File: src/design/adc_seq_pkg.sv
// constants shared by the delta-sigma conversion sequencer and decimator
// assumes a 32-bit axi4-lite register bus and one system clock
package adc_seq_pkg;
   // register byte offsets
   localparam logic [7:0] OFF_CTRL = 8'h00;
   localparam logic [7:0] OFF_STATUS = 8'h04;
   localparam logic [7:0] OFF_DATA = 8'h08;
   localparam logic [7:0] OFF_RATIO = 8'h0c;
   localparam logic [7:0] OFF_IRQ_STAT = 8'h10;
   localparam logic [7:0] OFF_IRQ_MASK = 8'h14;
   // control field positions
   localparam int CTRL_START = 0;
   localparam int CTRL_STOP = 1;
   localparam int CTRL_MODE_LO = 2;
   localparam int CTRL_RES_LO = 4;
   localparam int CTRL_MUX_LO = 12;
   // status field positions
   localparam int STAT_BUSY = 0;
   localparam int STAT_DONE = 1;
   localparam int STAT_VALID = 2;
   // interrupt bit positions
   localparam int IRQ_RESULT = 0;
   localparam int IRQ_IGNORED = 1;
   localparam int IRQ_OVERRUN = 2;
   localparam int IRQ_W = 3;
   // values after reset
   localparam logic [4:0] RES_RST = 5'h10;
   localparam logic [3:0] MUX_RST = 4'h0;
   localparam logic [15:0] RATIO_RST = 16'h0020;
   localparam logic [IRQ_W-1:0] MASK_RST = 3'h0;
   // resolution limits and turbo threshold
   localparam logic [4:0] RES_MIN = 5'h08;
   localparam logic [4:0] RES_MAX = 5'h14;
   localparam logic [4:0] RES_TURBO_MAX = 5'h10;
   // conversions needed before a result: three priming, one real
   localparam logic [2:0] PRIME_CONV = 3'h4;
   // modulator sample period in clock cycles
   localparam int MOD_DIV_RST = 4;
   // axi responses
   localparam logic [1:0] RESP_OKAY = 2'b00;
   localparam logic [1:0] RESP_SLVERR = 2'b10;
   typedef enum logic [1:0] {
      MODE_SINGLE,
      MODE_MULTI,
      MODE_CONT,
      MODE_TURBO
   } adc_mode_t;
endpackage

File: src/design/dec_if.sv
// signals between sequencer and decimator
// assumes both ends share aclk
`timescale 1ns/1ps
interface dec_if #(parameter int DEC_W = 24);
   logic clear;
   logic mod_bit;
   logic mod_en;
   logic [15:0] ratio;
   logic sample_stb;
   logic [DEC_W-1:0] sample;
   modport dec (input clear, mod_bit, mod_en, ratio,
                output sample_stb, sample);
   modport ctl (output clear, mod_bit, mod_en, ratio,
                input sample_stb, sample);
endinterface

File: src/design/sinc4_decim.sv
// fourth-order sinc decimator for a one-bit modulator stream
// assumes mod_bit already synchronised and mod_en a one-cycle strobe
`timescale 1ns/1ps
module sinc4_decim
   import adc_seq_pkg::*;
#(
   parameter int DEC_W = 24
) (
   input wire logic aclk,
   input wire logic aresetn,
   dec_if.dec d
);
   logic [DEC_W-1:0] integ_r [4];
   logic [DEC_W-1:0] dly_r [4];
   logic [DEC_W-1:0] comb [5];
   logic [15:0] cnt_r;
   logic [DEC_W-1:0] in_val;
   logic dec_tick;
   logic [DEC_W-1:0] sample_r;
   logic stb_r;

   assign in_val = {{(DEC_W-1){1'b0}}, d.mod_bit};
   assign dec_tick = d.mod_en && (cnt_r >= d.ratio - 16'h0001);
   // combs run on the last integrator at the decimated rate
   assign comb[0] = integ_r[3];
   for (genvar k = 0; k < 4; k++) begin : g_comb
      assign comb[k+1] = comb[k] - dly_r[k];
   end

   for (genvar k = 0; k < 4; k++) begin : g_stage
      logic [DEC_W-1:0] feed;
      if (k == 0) begin : g_first
         assign feed = in_val;
      end else begin : g_next
         assign feed = integ_r[k-1];
      end
      always_ff @(posedge aclk) begin
         if (!aresetn || d.clear) begin
            integ_r[k] <= '0;
            dly_r[k] <= '0;
         end else begin
            if (d.mod_en) begin
               integ_r[k] <= integ_r[k] + feed;
            end
            if (dec_tick) begin
               dly_r[k] <= comb[k];
            end
         end
      end
   end

   always_ff @(posedge aclk) begin
      if (!aresetn || d.clear) begin
         cnt_r <= 16'h0000;
         stb_r <= 1'b0;
         sample_r <= '0;
      end else begin
         stb_r <= dec_tick;
         if (dec_tick) begin
            cnt_r <= 16'h0000;
            sample_r <= comb[4];
         end else if (d.mod_en) begin
            cnt_r <= cnt_r + 16'h0001;
         end
      end
   end

   assign d.sample_stb = stb_r;
   assign d.sample = sample_r;
endmodule // sinc4_decim

File: src/design/adc_seq.sv
// delta-sigma conversion sequencer with axi4-lite registers
// assumes modulator bit and trigger arrive asynchronous to aclk
`timescale 1ns/1ps
module adc_seq
   import adc_seq_pkg::*;
#(
   parameter int DEC_W = 24,
   parameter int MOD_DIV = MOD_DIV_RST
) (
   input wire logic aclk,
   input wire logic aresetn,
   input wire logic [7:0] s_axi_awaddr,
   input wire logic s_axi_awvalid,
   output logic s_axi_awready,
   input wire logic [31:0] s_axi_wdata,
   input wire logic [3:0] s_axi_wstrb,
   input wire logic s_axi_wvalid,
   output logic s_axi_wready,
   output logic [1:0] s_axi_bresp,
   output logic s_axi_bvalid,
   input wire logic s_axi_bready,
   input wire logic [7:0] s_axi_araddr,
   input wire logic s_axi_arvalid,
   output logic s_axi_arready,
   output logic [31:0] s_axi_rdata,
   output logic [1:0] s_axi_rresp,
   output logic s_axi_rvalid,
   input wire logic s_axi_rready,
   input wire logic mod_bit,
   input wire logic conv_trigger,
   output logic conv_done,
   output logic conv_reset,
   output logic [3:0] input_sel,
   output logic irq
);
   typedef enum logic [1:0] {ST_STANDBY, ST_CONV, ST_WAIT} seq_state_t;

   dec_if #(.DEC_W(DEC_W)) dq ();
   sinc4_decim #(.DEC_W(DEC_W)) u_dec (
      .aclk(aclk),
      .aresetn(aresetn),
      .d(dq.dec)
   );

   // input synchronisers
   logic [1:0] mod_sync_r;
   logic [2:0] trig_sync_r;
   logic [7:0] div_r;
   logic mod_en_r;
   logic trig_rise;
   always_ff @(posedge aclk) begin
      if (!aresetn) begin
         mod_sync_r <= 2'b00;
         trig_sync_r <= 3'b000;
         div_r <= 8'h00;
         mod_en_r <= 1'b0;
      end else begin
         mod_sync_r <= {mod_sync_r[0], mod_bit};
         trig_sync_r <= {trig_sync_r[1:0], conv_trigger};
         mod_en_r <= (div_r == 8'(MOD_DIV - 1));
         div_r <= (div_r == 8'(MOD_DIV - 1)) ? 8'h00 : div_r + 8'h01;
      end
   end
   assign trig_rise = trig_sync_r[1] & ~trig_sync_r[2];

   // axi write channel
   logic awready_r, wready_r, bvalid_r;
   logic arready_r, rvalid_r;
   logic [1:0] bresp_r, rresp_r;
   logic [31:0] rdata_r;
   logic [7:0] waddr_r;
   logic [31:0] wdata_r;
   logic [3:0] wstrb_r;
   logic wr_fire, rd_fire, b_done, r_done, wr_hit;
   logic [31:0] wmask, wbits;
   assign wr_fire = !awready_r && !wready_r && !bvalid_r;
   assign b_done = bvalid_r && s_axi_bready;
   assign rd_fire = s_axi_arvalid && arready_r;
   assign r_done = rvalid_r && s_axi_rready;
   assign wmask = {{8{wstrb_r[3]}}, {8{wstrb_r[2]}},
                   {8{wstrb_r[1]}}, {8{wstrb_r[0]}}};
   assign wbits = wdata_r & wmask;

   always_ff @(posedge aclk) begin
      if (!aresetn) begin
         awready_r <= 1'b1;
         wready_r <= 1'b1;
         bvalid_r <= 1'b0;
         bresp_r <= RESP_OKAY;
         waddr_r <= 8'h00;
         wdata_r <= 32'h0000_0000;
         wstrb_r <= 4'h0;
      end else begin
         if (s_axi_awvalid && awready_r) begin
            awready_r <= 1'b0;
            waddr_r <= s_axi_awaddr;
         end
         if (s_axi_wvalid && wready_r) begin
            wready_r <= 1'b0;
            wdata_r <= s_axi_wdata;
            wstrb_r <= s_axi_wstrb;
         end
         if (wr_fire) begin
            bvalid_r <= 1'b1;
            bresp_r <= wr_hit ? RESP_OKAY : RESP_SLVERR;
         end
         if (b_done) begin
            bvalid_r <= 1'b0;
            awready_r <= 1'b1;
            wready_r <= 1'b1;
         end
      end
   end

   // write decode
   logic wr_ctrl, wr_ratio, wr_istat, wr_imask;
   assign wr_ctrl = wr_fire && waddr_r == OFF_CTRL;
   assign wr_ratio = wr_fire && waddr_r == OFF_RATIO;
   assign wr_istat = wr_fire && waddr_r == OFF_IRQ_STAT;
   assign wr_imask = wr_fire && waddr_r == OFF_IRQ_MASK;
   assign wr_hit = (waddr_r == OFF_CTRL) || (waddr_r == OFF_RATIO) ||
                   (waddr_r == OFF_IRQ_STAT) || (waddr_r == OFF_IRQ_MASK) ||
                   (waddr_r == OFF_STATUS) || (waddr_r == OFF_DATA);

   // configuration registers
   logic [31:0] ctrl_cur, ctrl_new, ratio_new;
   logic [1:0] mode_r;
   logic [4:0] res_r;
   logic [3:0] mux_r;
   logic [15:0] ratio_r;
   logic [IRQ_W-1:0] mask_r;
   logic start_wr, stop_wr, mux_chg;
   assign ctrl_cur = {16'h0000, mux_r, 3'h0, res_r, mode_r, 2'b00};
   assign ctrl_new = (ctrl_cur & ~wmask) | wbits;
   assign ratio_new = ({16'h0000, ratio_r} & ~wmask) | wbits;
   // start bit is a write-one pulse
   assign start_wr = wr_ctrl && wbits[CTRL_START];
   assign stop_wr = wr_ctrl && wbits[CTRL_STOP];
   assign mux_chg = wr_ctrl && ctrl_new[CTRL_MUX_LO +: 4] != mux_r;

   always_ff @(posedge aclk) begin
      if (!aresetn) begin
         mode_r <= MODE_SINGLE;
         res_r <= RES_RST;
         mux_r <= MUX_RST;
         ratio_r <= RATIO_RST;
         mask_r <= MASK_RST;
      end else begin
         if (wr_ctrl) begin
            mode_r <= ctrl_new[CTRL_MODE_LO +: 2];
            mux_r <= ctrl_new[CTRL_MUX_LO +: 4];
            // resolution kept within 8 to 20 bits
            if (ctrl_new[CTRL_RES_LO +: 5] < RES_MIN) begin
               res_r <= RES_MIN;
            end else if (ctrl_new[CTRL_RES_LO +: 5] > RES_MAX) begin
               res_r <= RES_MAX;
            end else begin
               res_r <= ctrl_new[CTRL_RES_LO +: 5];
            end
         end
         if (wr_ratio) begin
            ratio_r <= (ratio_new[15:0] == 16'h0000) ? 16'h0001 :
                       ratio_new[15:0];
         end
         if (wr_imask) begin
            mask_r <= (mask_r & ~wmask[IRQ_W-1:0]) | wbits[IRQ_W-1:0];
         end
      end
   end

   // sequencer
   seq_state_t state_r, state_nxt;
   logic [2:0] conv_cnt_r, conv_cnt_nxt;
   logic [2:0] mux_cnt_r;
   logic clear_r, clear_nxt;
   logic result_ev, data_read, start_req, is_turbo_hi, reprime;
   logic [DEC_W-1:0] scaled;
   logic [5:0] shift;
   logic done_r, valid_r, busy;
   logic [31:0] data_r;
   logic [IRQ_W-1:0] istat_r, ev;

   assign start_req = start_wr || trig_rise;
   assign busy = state_r != ST_STANDBY;
   assign is_turbo_hi = mode_r == MODE_TURBO && res_r > RES_TURBO_MAX;
   // multi re-primes; turbo only at 16 bits and below
   assign reprime = mode_r == MODE_MULTI ||
                    (mode_r == MODE_TURBO && !is_turbo_hi);
   // fourth conversion since clear is the first result
   assign result_ev = state_r == ST_CONV && dq.sample_stb &&
                      conv_cnt_r == PRIME_CONV - 3'h1;
   assign data_read = rd_fire && s_axi_araddr == OFF_DATA;
   assign shift = 6'(DEC_W) - {1'b0, res_r};
   assign scaled = dq.sample >> shift;

   always_comb begin
      state_nxt = state_r;
      conv_cnt_nxt = conv_cnt_r;
      clear_nxt = 1'b0;
      unique case (state_r)
         ST_STANDBY: begin
            if (start_req) begin
               state_nxt = ST_CONV;
               clear_nxt = 1'b1;
               conv_cnt_nxt = 3'h0;
            end
         end
         ST_CONV: begin
            if (stop_wr) begin
               // converter reset once at the end
               state_nxt = ST_STANDBY;
               clear_nxt = 1'b1;
            end else if (result_ev) begin
               // mode selects what follows a result
               if (mode_r == MODE_SINGLE) begin
                  state_nxt = ST_WAIT;
               end else if (reprime) begin
                  clear_nxt = 1'b1;
                  conv_cnt_nxt = 3'h0;
               end
            end else if (dq.sample_stb) begin
               // priming count saturates in continuous run
               conv_cnt_nxt = conv_cnt_r + 3'h1;
            end
         end
         ST_WAIT: begin
            if (data_read) begin
               state_nxt = ST_STANDBY;
               clear_nxt = 1'b1;
            end
         end
      endcase
   end

   always_ff @(posedge aclk) begin
      if (!aresetn) begin
         state_r <= ST_STANDBY;
         conv_cnt_r <= 3'h0;
         clear_r <= 1'b1;
      end else begin
         state_r <= state_nxt;
         conv_cnt_r <= conv_cnt_nxt;
         clear_r <= clear_nxt;
      end
   end

   // count samples since the input select changed
   always_ff @(posedge aclk) begin
      if (!aresetn || mux_chg) begin
         mux_cnt_r <= 3'h0;
      end else if (dq.sample_stb && mux_cnt_r != PRIME_CONV) begin
         mux_cnt_r <= mux_cnt_r + 3'h1;
      end
   end

   // done holds until data read, set wins over clear
   always_ff @(posedge aclk) begin
      if (!aresetn) begin
         done_r <= 1'b0;
         valid_r <= 1'b0;
         data_r <= 32'h0000_0000;
      end else begin
         if (result_ev) begin
            done_r <= 1'b1;
            valid_r <= !mux_chg && mux_cnt_r >= PRIME_CONV - 3'h1;
            data_r <= 32'(scaled[RES_MAX-1:0]);
         end else if (data_read) begin
            done_r <= 1'b0;
         end
      end
   end

   // interrupt events, ignored trigger is counted as an event
   assign ev[IRQ_RESULT] = result_ev;
   assign ev[IRQ_IGNORED] = start_req && busy;
   assign ev[IRQ_OVERRUN] = result_ev && done_r && !data_read;
   always_ff @(posedge aclk) begin
      if (!aresetn) begin
         istat_r <= '0;
      end else begin
         istat_r <= ev | (istat_r & ~(wr_istat ? wbits[IRQ_W-1:0] : '0));
      end
   end

   // read path
   logic [31:0] rd_mux;
   logic rd_hit;
   assign rd_hit = wr_hit_rd(s_axi_araddr);
   assign rd_mux =
      (s_axi_araddr == OFF_CTRL) ? ctrl_cur :
      (s_axi_araddr == OFF_STATUS) ?
         32'({valid_r, done_r, busy}) :
      (s_axi_araddr == OFF_DATA) ? data_r :
      (s_axi_araddr == OFF_RATIO) ? {16'h0000, ratio_r} :
      (s_axi_araddr == OFF_IRQ_STAT) ? 32'(istat_r) :
      (s_axi_araddr == OFF_IRQ_MASK) ? 32'(mask_r) : 32'h0000_0000;

   function automatic logic wr_hit_rd(input logic [7:0] a);
      wr_hit_rd = a == OFF_CTRL || a == OFF_STATUS || a == OFF_DATA ||
                  a == OFF_RATIO || a == OFF_IRQ_STAT || a == OFF_IRQ_MASK;
   endfunction

   always_ff @(posedge aclk) begin
      if (!aresetn) begin
         arready_r <= 1'b1;
         rvalid_r <= 1'b0;
         rdata_r <= 32'h0000_0000;
         rresp_r <= RESP_OKAY;
      end else if (rd_fire) begin
         arready_r <= 1'b0;
         rvalid_r <= 1'b1;
         rdata_r <= rd_mux;
         rresp_r <= rd_hit ? RESP_OKAY : RESP_SLVERR;
      end else if (r_done) begin
         arready_r <= 1'b1;
         rvalid_r <= 1'b0;
      end
   end

   // output flops
   logic irq_r, done_out_r;
   logic [3:0] sel_r;
   always_ff @(posedge aclk) begin
      if (!aresetn) begin
         irq_r <= 1'b0;
         done_out_r <= 1'b0;
         sel_r <= MUX_RST;
      end else begin
         irq_r <= |(istat_r & mask_r);
         done_out_r <= done_r;
         sel_r <= mux_r;
      end
   end

   assign dq.clear = clear_r;
   assign dq.mod_bit = mod_sync_r[1];
   assign dq.mod_en = mod_en_r;
   assign dq.ratio = ratio_r;
   assign s_axi_awready = awready_r;
   assign s_axi_wready = wready_r;
   assign s_axi_bvalid = bvalid_r;
   assign s_axi_bresp = bresp_r;
   assign s_axi_arready = arready_r;
   assign s_axi_rvalid = rvalid_r;
   assign s_axi_rdata = rdata_r;
   assign s_axi_rresp = rresp_r;
   assign conv_done = done_out_r;
   assign conv_reset = clear_r;
   assign input_sel = sel_r;
   assign irq = irq_r;
endmodule // adc_seq

File: config.mk
export PLATFORM = sky130hd
export DESIGN_NAME = adc_seq
export DESIGN_NICKNAME = d
export VERILOG_FILES = /design/src/design/adc_seq_pkg.sv /design/src/design/dec_if.sv /design/src/design/sinc4_decim.sv /design/src/design/adc_seq.sv
export SDC_FILE = /design/constraint.sdc
export NUM_CORES = 1
export LEC_CHECK = 0
export ABC_CLOCK_PERIOD_IN_PS = 16500
export BUFFER_PORTS_ARGS = -buffer_cell sky130_fd_sc_hd__buf_2
export CAP_MARGIN = 20
export CORE_ASPECT_RATIO = 0.5
export CORE_MARGIN = 2
export CORE_UTILIZATION = 45
export DETAILED_ROUTE_END_ITERATION = 6
export PLACE_DENSITY = 0.63
export SKIP_CTS_REPAIR_TIMING = 1
export SLEW_MARGIN = 10
export SYNTH_ARGS = -nofsm -noshare
export SYNTH_HDL_FRONTEND = slang
export SYNTH_SLANG_ARGS = --single-unit
export TNS_END_PERCENT = 1
File: constraint.sdc
create_clock -name aclk -period 16.5 [get_ports aclk]
set_input_delay 4.95 -clock aclk [delete_from_list [all_inputs] [get_ports aclk]]
set_output_delay 4.95 -clock aclk [all_outputs]
set_load 0.005 [all_outputs]
# == Word-level counts from Yosys, hierarchy flattened ==
# Memories as Yosys holds them, arrays and structs flattened.
# Index checks and enable logic that the tools add are counted.
# word_totals
memories,2
mem_bits_rw,192
elab_cells,221
register_bits,192
input_bits,61
# mem_list
name,words,width,read_ports,rd_clocked_by_memory_dff,wr,line_no,rtl
u_dec.dly_r,4,24,4,0,4,sinc4_decim.sv:14,logic [DEC_W-1:0] dly_r [4];
u_dec.integ_r,4,24,4,0,4,sinc4_decim.sv:13,logic [DEC_W-1:0] integ_r [4];
# op_classes
mux,54
bitwise,24
shifts,1
n_reduce_logical,61
eq_ne,26
addsub,14
n_lt_le_gt_ge,5
# ops
cell,n
$mux 24,8
$sub 24x24->24,4
$add 24x24->24,3
$mux 20,3
$and 16x16->16,3
$eq 8x4->1 const B,4
$eq 8x5->1 const B,4
$mux 16,2
$or 16x16->16,2
$mux 3,9
$logic_and 1x1->1,25
$add 24x1->24,1
$shr 24x6->20,1
$mux 1,20
$add 16x1->16 const B,1
$eq 8x3->1 const B,2
$ge 16x16->1,1
$logic_not 16->1,1
$logic_not 8->1,2
$not 16->16,1
$sub 16x1->16 const B,1
$logic_or 1x1->1,14
$mux 2,7
$ne 3x3->1 const B,4
other kinds (30),62

# == Depth between registers and ports, before layout ==
# Gate-level depths: netlist of run 1.
# depth
depth_word,10
mapped_depth,38

# == Modules after synthesis ==
# From an unflattened synthesis of run 1, not the netlist that was laid out.
# unflattened
hier_cells,2638
area_unflattened_um2,24111.9
# modules_own_cells
mod,area_each_um2,cells_per_inst,n_inst,seq_area_each_um2
sinc4_decim,17050.1,1822,1,6586.3
adc_seq,7061.8,816,1,2742.6

# == Worst setup path after synthesis of run 1 ==
# OpenSTA, ideal clock, no wires.
# synth_path
path_type,input to register
from,input port aresetn
to,"memory u_dec.dly_r[0][0], enable pin"
required_time_ns,16.002
slack_ns,7.948
setup_time_ns,0.498
arrival_ns,8.054
cell_stages,4
path_cell_list,nand2b_1 -> nor2_1 -> clkinv_1 -> clkbuf_1
# synth_lines
item,line_no,rtl
start: declaration,adc_seq.sv:11,"input wire logic aresetn,"
end: declaration,sinc4_decim.sv:14,

==> key figures, run 1 <==
Placement
  – Global placer's final weighted congestion: around 0.9
  – HPWL after DPL: roughly 36000 microns
  – Placed insts: approximately 3300
  – Buffers on Ports: 76

Floorplanning
  – Die area: approximately 54000 sq um
  – Ports: approximately 110
  – Initial Utilization: a little under half
  – Row cnt: just under 60
  – Die H: 166 microns
  – Die W: 328 microns
  – Core Area: around 52000 sq um

CTS
  – H-Tree Depth: 2
  – Latest clock arrival within the worst-skew pair: 0.55 ns
  – Root Buffer Master: clkbuf_16
  – Clk buf depth: 3
  – Clock slew at reported path FFs: ~0.060 ns
  – CTS tree: done
  – Clock Sinks: 370
  – Total CTS buffers: 39

Finish
  – Antenna diodes: 0
  – Layout cell share with drive strength beyond 1: under 10%
  – Storage element area: between 9000 and 10000 sq um
  – Nets: between 2000 and 3000
  – Area growth syn-to-layout: 9.69%
  – Final Non-Filler Cells: 3377
  – Fill count: just under 5000
  – Area of the multi-input gates: approximately 13000 sq um

Pwr
  – Pwr dens: 179 nW/um^2
  – Pleak: 10.5 nW
  – VDD IR-drop max: approximately 0.15 mV

Worst setup path
  – Slowest cell on crit path: a2111oi_0
  – CP Buf/Inv Count: 2
  – Worst R2R Setup Slack: 8.23 ns
  – Reg2Reg Depth: 34
  – Crit end category: flip-flop
  – Top cell by count, worst path: a21oi_1
  – Reg-to-reg endpoint: u_dec.d.sample[23]
  – Startpoint Class: flip-flop
  – Critical setup path kind: reg -> reg
  – Setup crit end: u_dec.d.sample[23]
  – Worst path depth: 34
  – Reg-to-Reg Start: u_dec.integ_r[3][0]
  – Critical Path AT: approximately 8.7 ns
  – CP required: 16.89 ns
  – Crit-path leading delay family: compound AO/OA/AOI/OAI gates
  – Crit path max fanout: 9
  – Critical path origin: u_dec.integ_r[3][0]
  – Worst path max stage delay: 0.63 ns

Synthesis
  – Synth Flop Type: edfxtp_1
  – Post-Syn Area: between 20000 and 25000 sq um
  – Number of synthesized flops with an enable pin: roughly 190
  – Synth Instances: 2601
  – Top cell type's share of synthesized area: around a quarter
  – Syn_area_per_cell: between 9 and 10 sq um
  – Fraction of registers with async set/reset: 0%
  – Top cells by count, synth: nor2_1, nand2_1, a21oi_1, edfxtp_1, ha_1
  – Sequential-to-total area share from yosys stat: around 40%
  – Yosys cell types: between 70 and 80
  – Synth area leader: edfxtp_1
  – Most numerous cell in the Yosys netlist: nor2_1
  – Area contributors post-synth: edfxtp_1, dfxtp_1, ha_1
  – Synth warn: 0
  – Yosys reg bits: between 300 and 400

Routing
  – Antenna Nets Post-Route: 0
  – Vias after detailed routing: between 15000 and 20000
  – Final wirelength: 49900 microns
  – DRC: 0
  – DR pass1 iterations: 6
  – Via density: 5.29
  – WL per Instance: about 15 microns
  – DR iter-0 viols: approximately 900

STA
  – Clock Skews: about 0.031 ns
  – Tightest Pin Transition: around 1.1 ns
  – FMAX: 121 MHz
  – Hold Violations, Final: 0
  – Max transition margin: 28.4%
  – Unrepaired setup endpoints after global routing: no
  – Final cycle utilization of the critical path: 50.1%
  – Pins Over Slew Limit: 0
  – Finish-stage setup viols: 0
  – Min Tclk post-route: slightly above 8 ns
  – TNS Setup: 0 ns

Global routing
  – Pin count of the biggest net entering global routing: 90
  – Vias in the first global route: between 15000 and 20000
  – Total Routing Usage GR: between 15 and 20%
  – Grt total ovfl: 0
  – First-pass GRT wire length: around 82000 microns
  – Antenna violations before repair: 0

Status
  – Run status: complete, no violations

Worst hold path
  – HP Class: reg -> reg

Flow run
  – Number of max-cap violations: 0
## placed cells by master (no fill, tap or decap), types with 8 or more instances in the layout
cell | netlist | layout
xor2_1 | 79 | 78
o21ai_0 | 90 | 90
and2_1 | 54 | 54
clkbuf_1 | 83 | 11
a22oi_1 | 26 | 26
nand2_1 | 226 | 225
a21oi_1 | 202 | 201
nor2_1 | 296 | 295
edfxtp_1 | 192 | 192
nand4_1 | 14 | 14
clkbuf_16 | 0 | 40
dfxtp_1 | 178 | 178
nor3_1 | 62 | 61
o21a_1 | 27 | 27
buf_2 | 1 | 76
mux2i_1 | 47 | 47
xnor2_1 | 107 | 106
a21o_1 | 54 | 54
o211ai_1 | 21 | 21
or3_1 | 9 | 9
mux4_2 | 19 | 19
or2_2 | 10 | 9
nand3_1 | 92 | 92
buf_4 | 14 | 17
a211oi_1 | 24 | 24
nand2b_1 | 24 | 24
o21bai_1 | 22 | 22
and3_1 | 79 | 79
conb_1 | 1 | 14
ha_1 | 190 | 190
inv_1 | 177 | 177
nor2b_1 | 26 | 26
a31oi_1 | 21 | 21
o31ai_1 | 8 | 8
## through the flow
step                area [sq um]  hold slack (ns)  utilization, %  total power, mW  setup WS [ns]
floorplan                  23600            0.410               -             3.30           7.95
global placement           24600            0.415            47.4             3.74           8.02
detailed placement         24600            0.419            47.4             3.80           8.00
CTS                        25800            0.428            49.8             4.67           8.17
global route               25900            0.463            49.8             5.04           7.51
finish                     25900            0.425            49.8             4.64           8.23
## flip-flops by register name (all words and copies together), names as in the netlist, 16 cells and up, named ones only
signal,count
u_dec.dly_r,96
wdata_r,16
u_dec.d.sample,24
u_dec.integ_r,96
u_dec.cnt_r,16
dq.ratio,16
data_r,20
s_axi_rdata,20
## worst min-delay path by stage
stage / end / from / depth (start not counted)
5_1_grt: conv_cnt_r[2] / conv_cnt_r[2] / 2
3_5_place_dp: trig_sync_r[1] / trig_sync_r[0] / 1
2_1_floorplan: conv_cnt_r[2] / conv_cnt_r[2] / 2
6_report: conv_cnt_r[2] / conv_cnt_r[2] / 2
4_1_cts: conv_cnt_r[2] / conv_cnt_r[2] / 2
3_3_place_gp: conv_cnt_r[2] / conv_cnt_r[2] / 2
## area by class of cell
class / count / share of cell area, %
Tap cell: 701 / 3.39
Sequential cell: 370 / 36.1
Clock inverter: 17 / 0.474
Inverter: 179 / 2.61
Clock buffer: 55 / 4.24
Multi-Input combinational cell: 1961 / 51.1
Timing Repair Buffer: 94 / 2.07
## report_power, final
group	total, mW	switching, mW	internal, mW
Clock	0.855	0.373	0.482
Sequential	1.07	0.0384	1.03
Combinational	2.72	1.53	1.19
## cells by family (layout without fill, tap and decap cells)
family | after synthesis | count (layout) | share of synthesized area, %
AOI/OAI and AO/OA | 564 | 564 | 15.2
xor gates and xnor gates | 190 | 190 | 7.30
adders and majority gates | 199 | 199 | 10.8
buffers and inverters | 283 | 345 | 4.73
DFF | 370 | 370 | 39.6
muxes | 71 | 71 | 4.05
other | 1 | 14 | 0.0159
and+or+nand+nor | 923 | 923 | 18.4
## tightest hold or removal path: stages, from the launching register on
cell     delay (ns)
dfxtp_1        0.30
nand2_1        0.05
nor2_1         0.03
## routing by layer
metal / track usage, % / vias to the layer above / routed length, microns
met5: 0 / - / 0
met1: 23.1 / 8181 / 23500
li1: - / 9298 / -
met3: 2.58 / 84 / 1740
met2: 31.9 / 298 / 23400
met4: 4.99 / 0 / 1330
(Power assumes the default switching activity.)
==> run 2, diff against run 1 <==
--- a/config.mk
+++ b/config.mk
@@ -5,14 +5,14 @@
 export SDC_FILE = /design/constraint.sdc
 export NUM_CORES = 1
 export LEC_CHECK = 0
-export ABC_CLOCK_PERIOD_IN_PS = 16500
+export ABC_CLOCK_PERIOD_IN_PS = 6990
 export BUFFER_PORTS_ARGS = -buffer_cell sky130_fd_sc_hd__buf_2
 export CAP_MARGIN = 20
 export CORE_ASPECT_RATIO = 0.5
 export CORE_MARGIN = 2
 export CORE_UTILIZATION = 45
 export DETAILED_ROUTE_END_ITERATION = 6
-export PLACE_DENSITY = 0.63
+export PLACE_DENSITY = 0.66
 export SKIP_CTS_REPAIR_TIMING = 1
 export SLEW_MARGIN = 10
 export SYNTH_ARGS = -nofsm -noshare
==> constraint.sdc (replaced) <==
create_clock -name aclk -period 6.99 [get_ports aclk]
set_input_delay 2.097 -clock aclk [delete_from_list [all_inputs] [get_ports aclk]]
set_output_delay 2.097 -clock aclk [all_outputs]
set_load 0.005 [all_outputs]
==> run 2 against run 1 <==
Final cell count grew 2.7%; worst setup slack lost 8.2 ns; die area is the same; fmax grew 20%; non-clock buffer count grew 94; clock skew shrank 0.00078 ns; clock power grew to 2.6 times the previous value; global-route usage grew 0.35 points.
==> key figures, run 2 (same netlist as run 1, synthesis figures left out) <==
Finish
  – Most common cell after layout, fill and taps aside: nor2_1
  – Antenna diodes: 0
  – Area growth syn-to-layout: 14.5%
  – Layout cell share with drive strength beyond 1: 12.8%
  – Nets: approximately 3000
  – Most frequent cells in the layout: nor2_1, nand2_1, edfxtp_1, a21oi_1, ha_1
  – Post-route cell area: approximately 27000 sq um
  – Final core utilization: a little over half
  – Storage element area: 9330 sq um
  – Fill count: approximately 4700
  – Final Non-Filler Cells: 3469
  – Area of the multi-input gates: 13500 sq um

Worst hold path
  – Start point of the worst hold path: conv_cnt_r[2]
  – HP Class: reg -> reg
  – Worst Hold Depth: 2
  – Min-Delay Endpoint: conv_cnt_r[2]

Global routing
  – Antenna violations before repair: 0
  – First-pass GRT wire length: around 84000 microns
  – Grt total ovfl: 0
  – Total Routing Usage GR: 18.4%
  – Pin count of the biggest net entering global routing: between 80 and 90
  – Vias in the first global route: around 18000

Routing
  – Wire length on met2: around 24000 microns
  – Max layer used: met4
  – Vias after detailed routing: 18400
  – Via density: ~5.3
  – DR iter-0 viols: 983
  – DR pass1 iterations: 5
  – WL per Instance: about 15 microns
  – DR WL met3: 1900 microns
  – Antenna Nets Post-Route: 0
  – Final wirelength: around 51000 microns
  – DRC: 0
  – Routed met1 length: approximately 23000 microns

CTS
  – Clock Sinks: 370
  – Clk buf depth: 3
  – CTS tree: done
  – Root Buffer Master: clkbuf_16
  – Clock slew at reported path FFs: about 0.060 ns
  – Latest clock arrival within the worst-skew pair: roughly 0.56 ns
  – H-Tree Depth: 2
  – Total CTS buffers: 39

Floorplanning
  – Core Area: approximately 52000 sq um
  – Die H: between 150 and 200 microns
  – Ports: approximately 110
  – Initial Utilization: ~45%
  – Row cnt: between 50 and 60
  – Die W: 328 microns
  – Die area: roughly 54000 sq um

STA
  – Finish-stage setup viols: 0
  – TNS Setup: 0 ns
  – Clock Skews: just over 0.03 ns
  – Pins Over Slew Limit: 0
  – Max transition margin: 27.9%
  – Final cycle utilization of the critical path: between 90% and 100%
  – Min Tclk post-route: 6.92 ns
  – Unrepaired setup endpoints after global routing: yes
  – FMAX: around 140 MHz
  – Hold Violations, Final: 0
  – Tightest Pin Transition: between 1 and 1.5 ns

Worst setup path
  – CP Buf/Inv Count: 3
  – Reg-to-reg endpoint: u_dec.d.sample[23]
  – Critical setup path kind: reg -> reg
  – Startpoint Class: flip-flop
  – Worst path max stage delay: ~0.4 ns
  – Reg2Reg Depth: 38
  – Reg-to-Reg Start: u_dec.integ_r[3][0]
  – Critical Path AT: between 7 and 8 ns
  – Crit end category: flip-flop
  – CP required: 7.40 ns
  – Worst R2R Setup Slack: 0.07 ns
  – Top cell by count, worst path: a21o_1
  – Slowest cell on crit path: edfxtp_1
  – Crit path max fanout: 3
  – Crit-path leading delay family: compound AO/OA/AOI/OAI gates

Pwr
  – VDD IR-drop max: 0.437 mV
  – Pleak: 11.1 nW
  – Pwr Total: roughly 13 mW
  – Pwr dens: between 400 and 500 nW/um^2

Placement
  – Global placer's final weighted congestion: 0.896
  – HPWL after DPL: ~37000 microns
  – Placement Cell Area: around 25000 sq um
  – Placed insts: 3394
  – Buffers on Ports: 76

Status
  – Run status: complete, no violations

Flow run
  – Number of max-cap violations: 0
==> run 2: cell type report <==
type                            instances  share of cell area, %
Sequential cell                       370                   34.5
Clock inverter                         13                  0.672
Clock buffer                           57                   4.48
Inverter                              179                   2.50
Tap cell                              701                   3.25
Multi-Input combinational cell       1961                   50.0
Timing Repair Buffer                  188                   4.57
==> run 2: how the worst max path moves through the flow <==
stage	start	to	slack (ns)	cells past startpoint
floorplan	u_dec.integ_r[3][0]	u_dec.d.sample[23]	0.02	35
global placement	u_dec.integ_r[3][0]	u_dec.d.sample[23]	-0.35	35
detailed placement	u_dec.integ_r[3][0]	u_dec.d.sample[23]	-0.42	35
CTS	u_dec.integ_r[3][0]	u_dec.d.sample[23]	-0.50	35
global route	u_dec.integ_r[3][0]	u_dec.d.sample[23]	-0.27	37
finish	u_dec.integ_r[3][0]	u_dec.d.sample[23]	0.07	38
==> run 2: worst min-delay path, stage by stage, from the launching register on <==
cell	delay (ns)
dfxtp_1	0.31
nand2_1	0.05
nor2_1	0.03
==> run 2: routing by layer <==
metal  up-vias  track usage, %
met5         -               0
met4         0            5.44
met3        89            2.80
met2       308            32.8
met1      8502            23.1
li1       9480               -
==> run 2: power breakdown <==
part | total [mW] | internal (mW) | leakage, nW | switching [mW]
Sequential | 2.51 | 2.42 | 3.62 | 0.0894
Clock | 2.26 | 1.36 | 0.687 | 0.900
Combinational | 8.12 | 3.98 | 6.82 | 4.14
==> run 2: per-stage QoR <==
step | setup slack (ns) | hold WS [ns]
after floorplan | 0.0243 | 0.410
after global placement | -0.348 | 0.419
after detailed placement | -0.424 | 0.423
after CTS | -0.498 | 0.432
after global routing | -0.268 | 0.448
final | 0.0726 | 0.432
==> run 3, diff against run 2 <==
--- a/config.mk
+++ b/config.mk
@@ -10,9 +10,10 @@
 export CAP_MARGIN = 20
 export CORE_ASPECT_RATIO = 0.5
 export CORE_MARGIN = 2
-export CORE_UTILIZATION = 45
+export CORE_UTILIZATION = 55
 export DETAILED_ROUTE_END_ITERATION = 6
-export PLACE_DENSITY = 0.66
+export PLACE_DENSITY = 0.77
+export RECOVER_POWER = 50
 export SKIP_CTS_REPAIR_TIMING = 1
 export SLEW_MARGIN = 10
 export SYNTH_ARGS = -nofsm -noshare
==> run 3 against run 2 <==
The run now ends with max-capacitance violations, max-slew violations, negative setup slack left; die area shrank 18%; critical endpoint unchanged; register-to-register slack lost 0.12 ns; non-clock buffer count shrank 3; clock power shrank 11%; sequential power is essentially flat; largest power group unchanged.
==> key figures, run 3 (same netlist as run 1, synthesis figures left out) <==
Worst setup path
  – Worst path depth: 38
  – CP Buf/Inv Count: 4
  – Worst path max stage delay: about 0.4 ns
  – Reg2Reg Depth: 38
  – CP required: roughly 7.4 ns
  – Slowest cell on crit path: edfxtp_1
  – Crit path max fanout: 3
  – Crit-path leading delay family: compound AO/OA/AOI/OAI gates
  – Top cell by count, worst path: a21o_1
  – Critical Path AT: 7.44 ns
  – Startpoint Class: flip-flop
  – Crit end category: flip-flop
  – Critical setup path kind: reg -> reg

Finish
  – Area growth syn-to-layout: 12.4%
  – Fill count: 3426
  – Layout cell share with drive strength beyond 1: about 11%
  – Most common cell after layout, fill and taps aside: nor2_1
  – Post-route cell area: around 26000 sq um
  – Most frequent cells in the layout: nor2_1, nand2_1, a21oi_1, edfxtp_1, ha_1
  – Antenna diodes: 0
  – Nets: roughly 3000

Floorplanning
  – Ports: 109
  – Core Area: 42100 sq um
  – Die W: 297 microns
  – Initial Utilization: 56.0%
  – Die area: about 45000 sq um
  – Row cnt: 53
  – Die H: 150 microns

Flow run
  – Number of max-cap violations: 1

Global routing
  – First-pass GRT wire length: ~84000 microns
  – Vias in the first global route: approximately 18000
  – Pin count of the biggest net entering global routing: a little over 90
  – Antenna violations before repair: 0
  – Total Routing Usage GR: 22.5%
  – Grt total ovfl: 0

Routing
  – Final wirelength: 50700 microns
  – DR iter-0 viols: 1290
  – WL per Instance: 15.2 microns
  – Via density: about 5.6
  – DRC: 0
  – DR pass1 iterations: 7
  – Antenna Nets Post-Route: 0
  – Vias after detailed routing: between 15000 and 20000

Worst hold path
  – HP Class: reg -> reg
  – Worst Hold Depth: 2

CTS
  – Clock slew at reported path FFs: roughly 0.060 ns
  – H-Tree Depth: 2
  – Root Buffer Master: clkbuf_16
  – Clk buf depth: 3
  – Clock Sinks: 370
  – Latest clock arrival within the worst-skew pair: approximately 0.56 ns
  – CTS tree: done
  – Total CTS buffers: 37

Status
  – Failing checks: max-capacitance violations, max-slew violations, negative setup slack
  – Run status: finished with violations

STA
  – Tightest Pin Transition: 1.84 ns
  – TNS Setup: -0.0454 ns
  – Finish-stage setup viols: 1
  – FMAX: approximately 140 MHz
  – Unrepaired setup endpoints after global routing: yes
  – Clock Skews: 0.0258 ns
  – Final cycle utilization of the critical path: 101%
  – Max transition margin: -22.5%
  – Final worst setup slack: -0.0454 ns
  – Min Tclk post-route: between 7 and 8 ns
  – Pins Over Slew Limit: 93
  – Hold Violations, Final: 0

Pwr
  – Pleak: around 11 nW
  – VDD IR-drop max: approximately 0.39 mV
  – Pwr dens: about 470 nW/um^2

Placement
  – HPWL after DPL: 36000 microns
  – Global placer's final weighted congestion: around 0.90
  – Buffers on Ports: 76
  – Placement Cell Area: between 20000 and 30000 sq um
## run 3: cell count changes in the layout (fill, tap and decap cells not counted), sizes merged
cell      previous run  this run
clkinvlp             0         2
buf                188       165
clkinv               8        13
inv                180       179
bufinv               4         3
clkbuf              57        70
## run 3: worst paths after layout
| check | start | end | slack, ns |
|---|---|---|---|
| setup / recovery | u_dec.integ_r[3][0] | u_dec.d.sample[23] | -0.05 |
| hold / removal | conv_cnt_r[2] | conv_cnt_r[2] | 0.43 |
| setup reg to reg | u_dec.integ_r[3][0] | u_dec.d.sample[23] | -0.05 |
| hold reg to reg | conv_cnt_r[2] | conv_cnt_r[2] | 0.43 |
## run 3: cell type report
type	instances	area, sq um	share of cell area [%]
multi-input cells	1961	13400	50.5
flip-flops and latches	370	9330	35.2
repair buffers	185	1180	4.46
clock buffers	50	1030	3.87
well taps	577	722	2.72
inverters	179	676	2.55
clock inverters	18	186	0.704
## run 3: per-stage QoR
stage               utilization [%]  hold WS, ns  setup slack (ns)  instances  power, mW
floorplan                         -        0.410            0.0243       2614       7.78
global route                   62.9        0.459            -0.423       3340       13.4
finish                         62.9        0.429           -0.0454       3340       12.4
CTS                            62.6        0.431            -0.463       3336       12.2
detailed placement             59.7        0.422            -0.439       3268       10.1
global placement               59.7        0.415            -0.306       3267       9.92
## run 3: worst min-delay path, cell delays in order (launching register included)
cell and delay (ns):
dfxtp_1 0.31, nand2_1 0.05, nor2_1 0.03
## run 3: report_power, final
group | internal [mW] | switching [mW] | leakage (nW)
Combinational | 3.84 | 4.03 | 6.68
Clock | 1.15 | 0.871 | 0.590
Sequential | 2.42 | 0.0909 | 3.62
## run 3: metal layers
metal / global-route usage [%] / vias up / wire (microns) / part of all wire (%)
met3: 3.30 / 101 / 2270 / 4.5
li1: - / 9471 / - / -
met4: 6.78 / 0 / 1290 / 2.5
met2: 41.1 / 379 / 24500 / 48
met5: 0 / - / 0 / 0
met1: 27.7 / 8747 / 22600 / 45
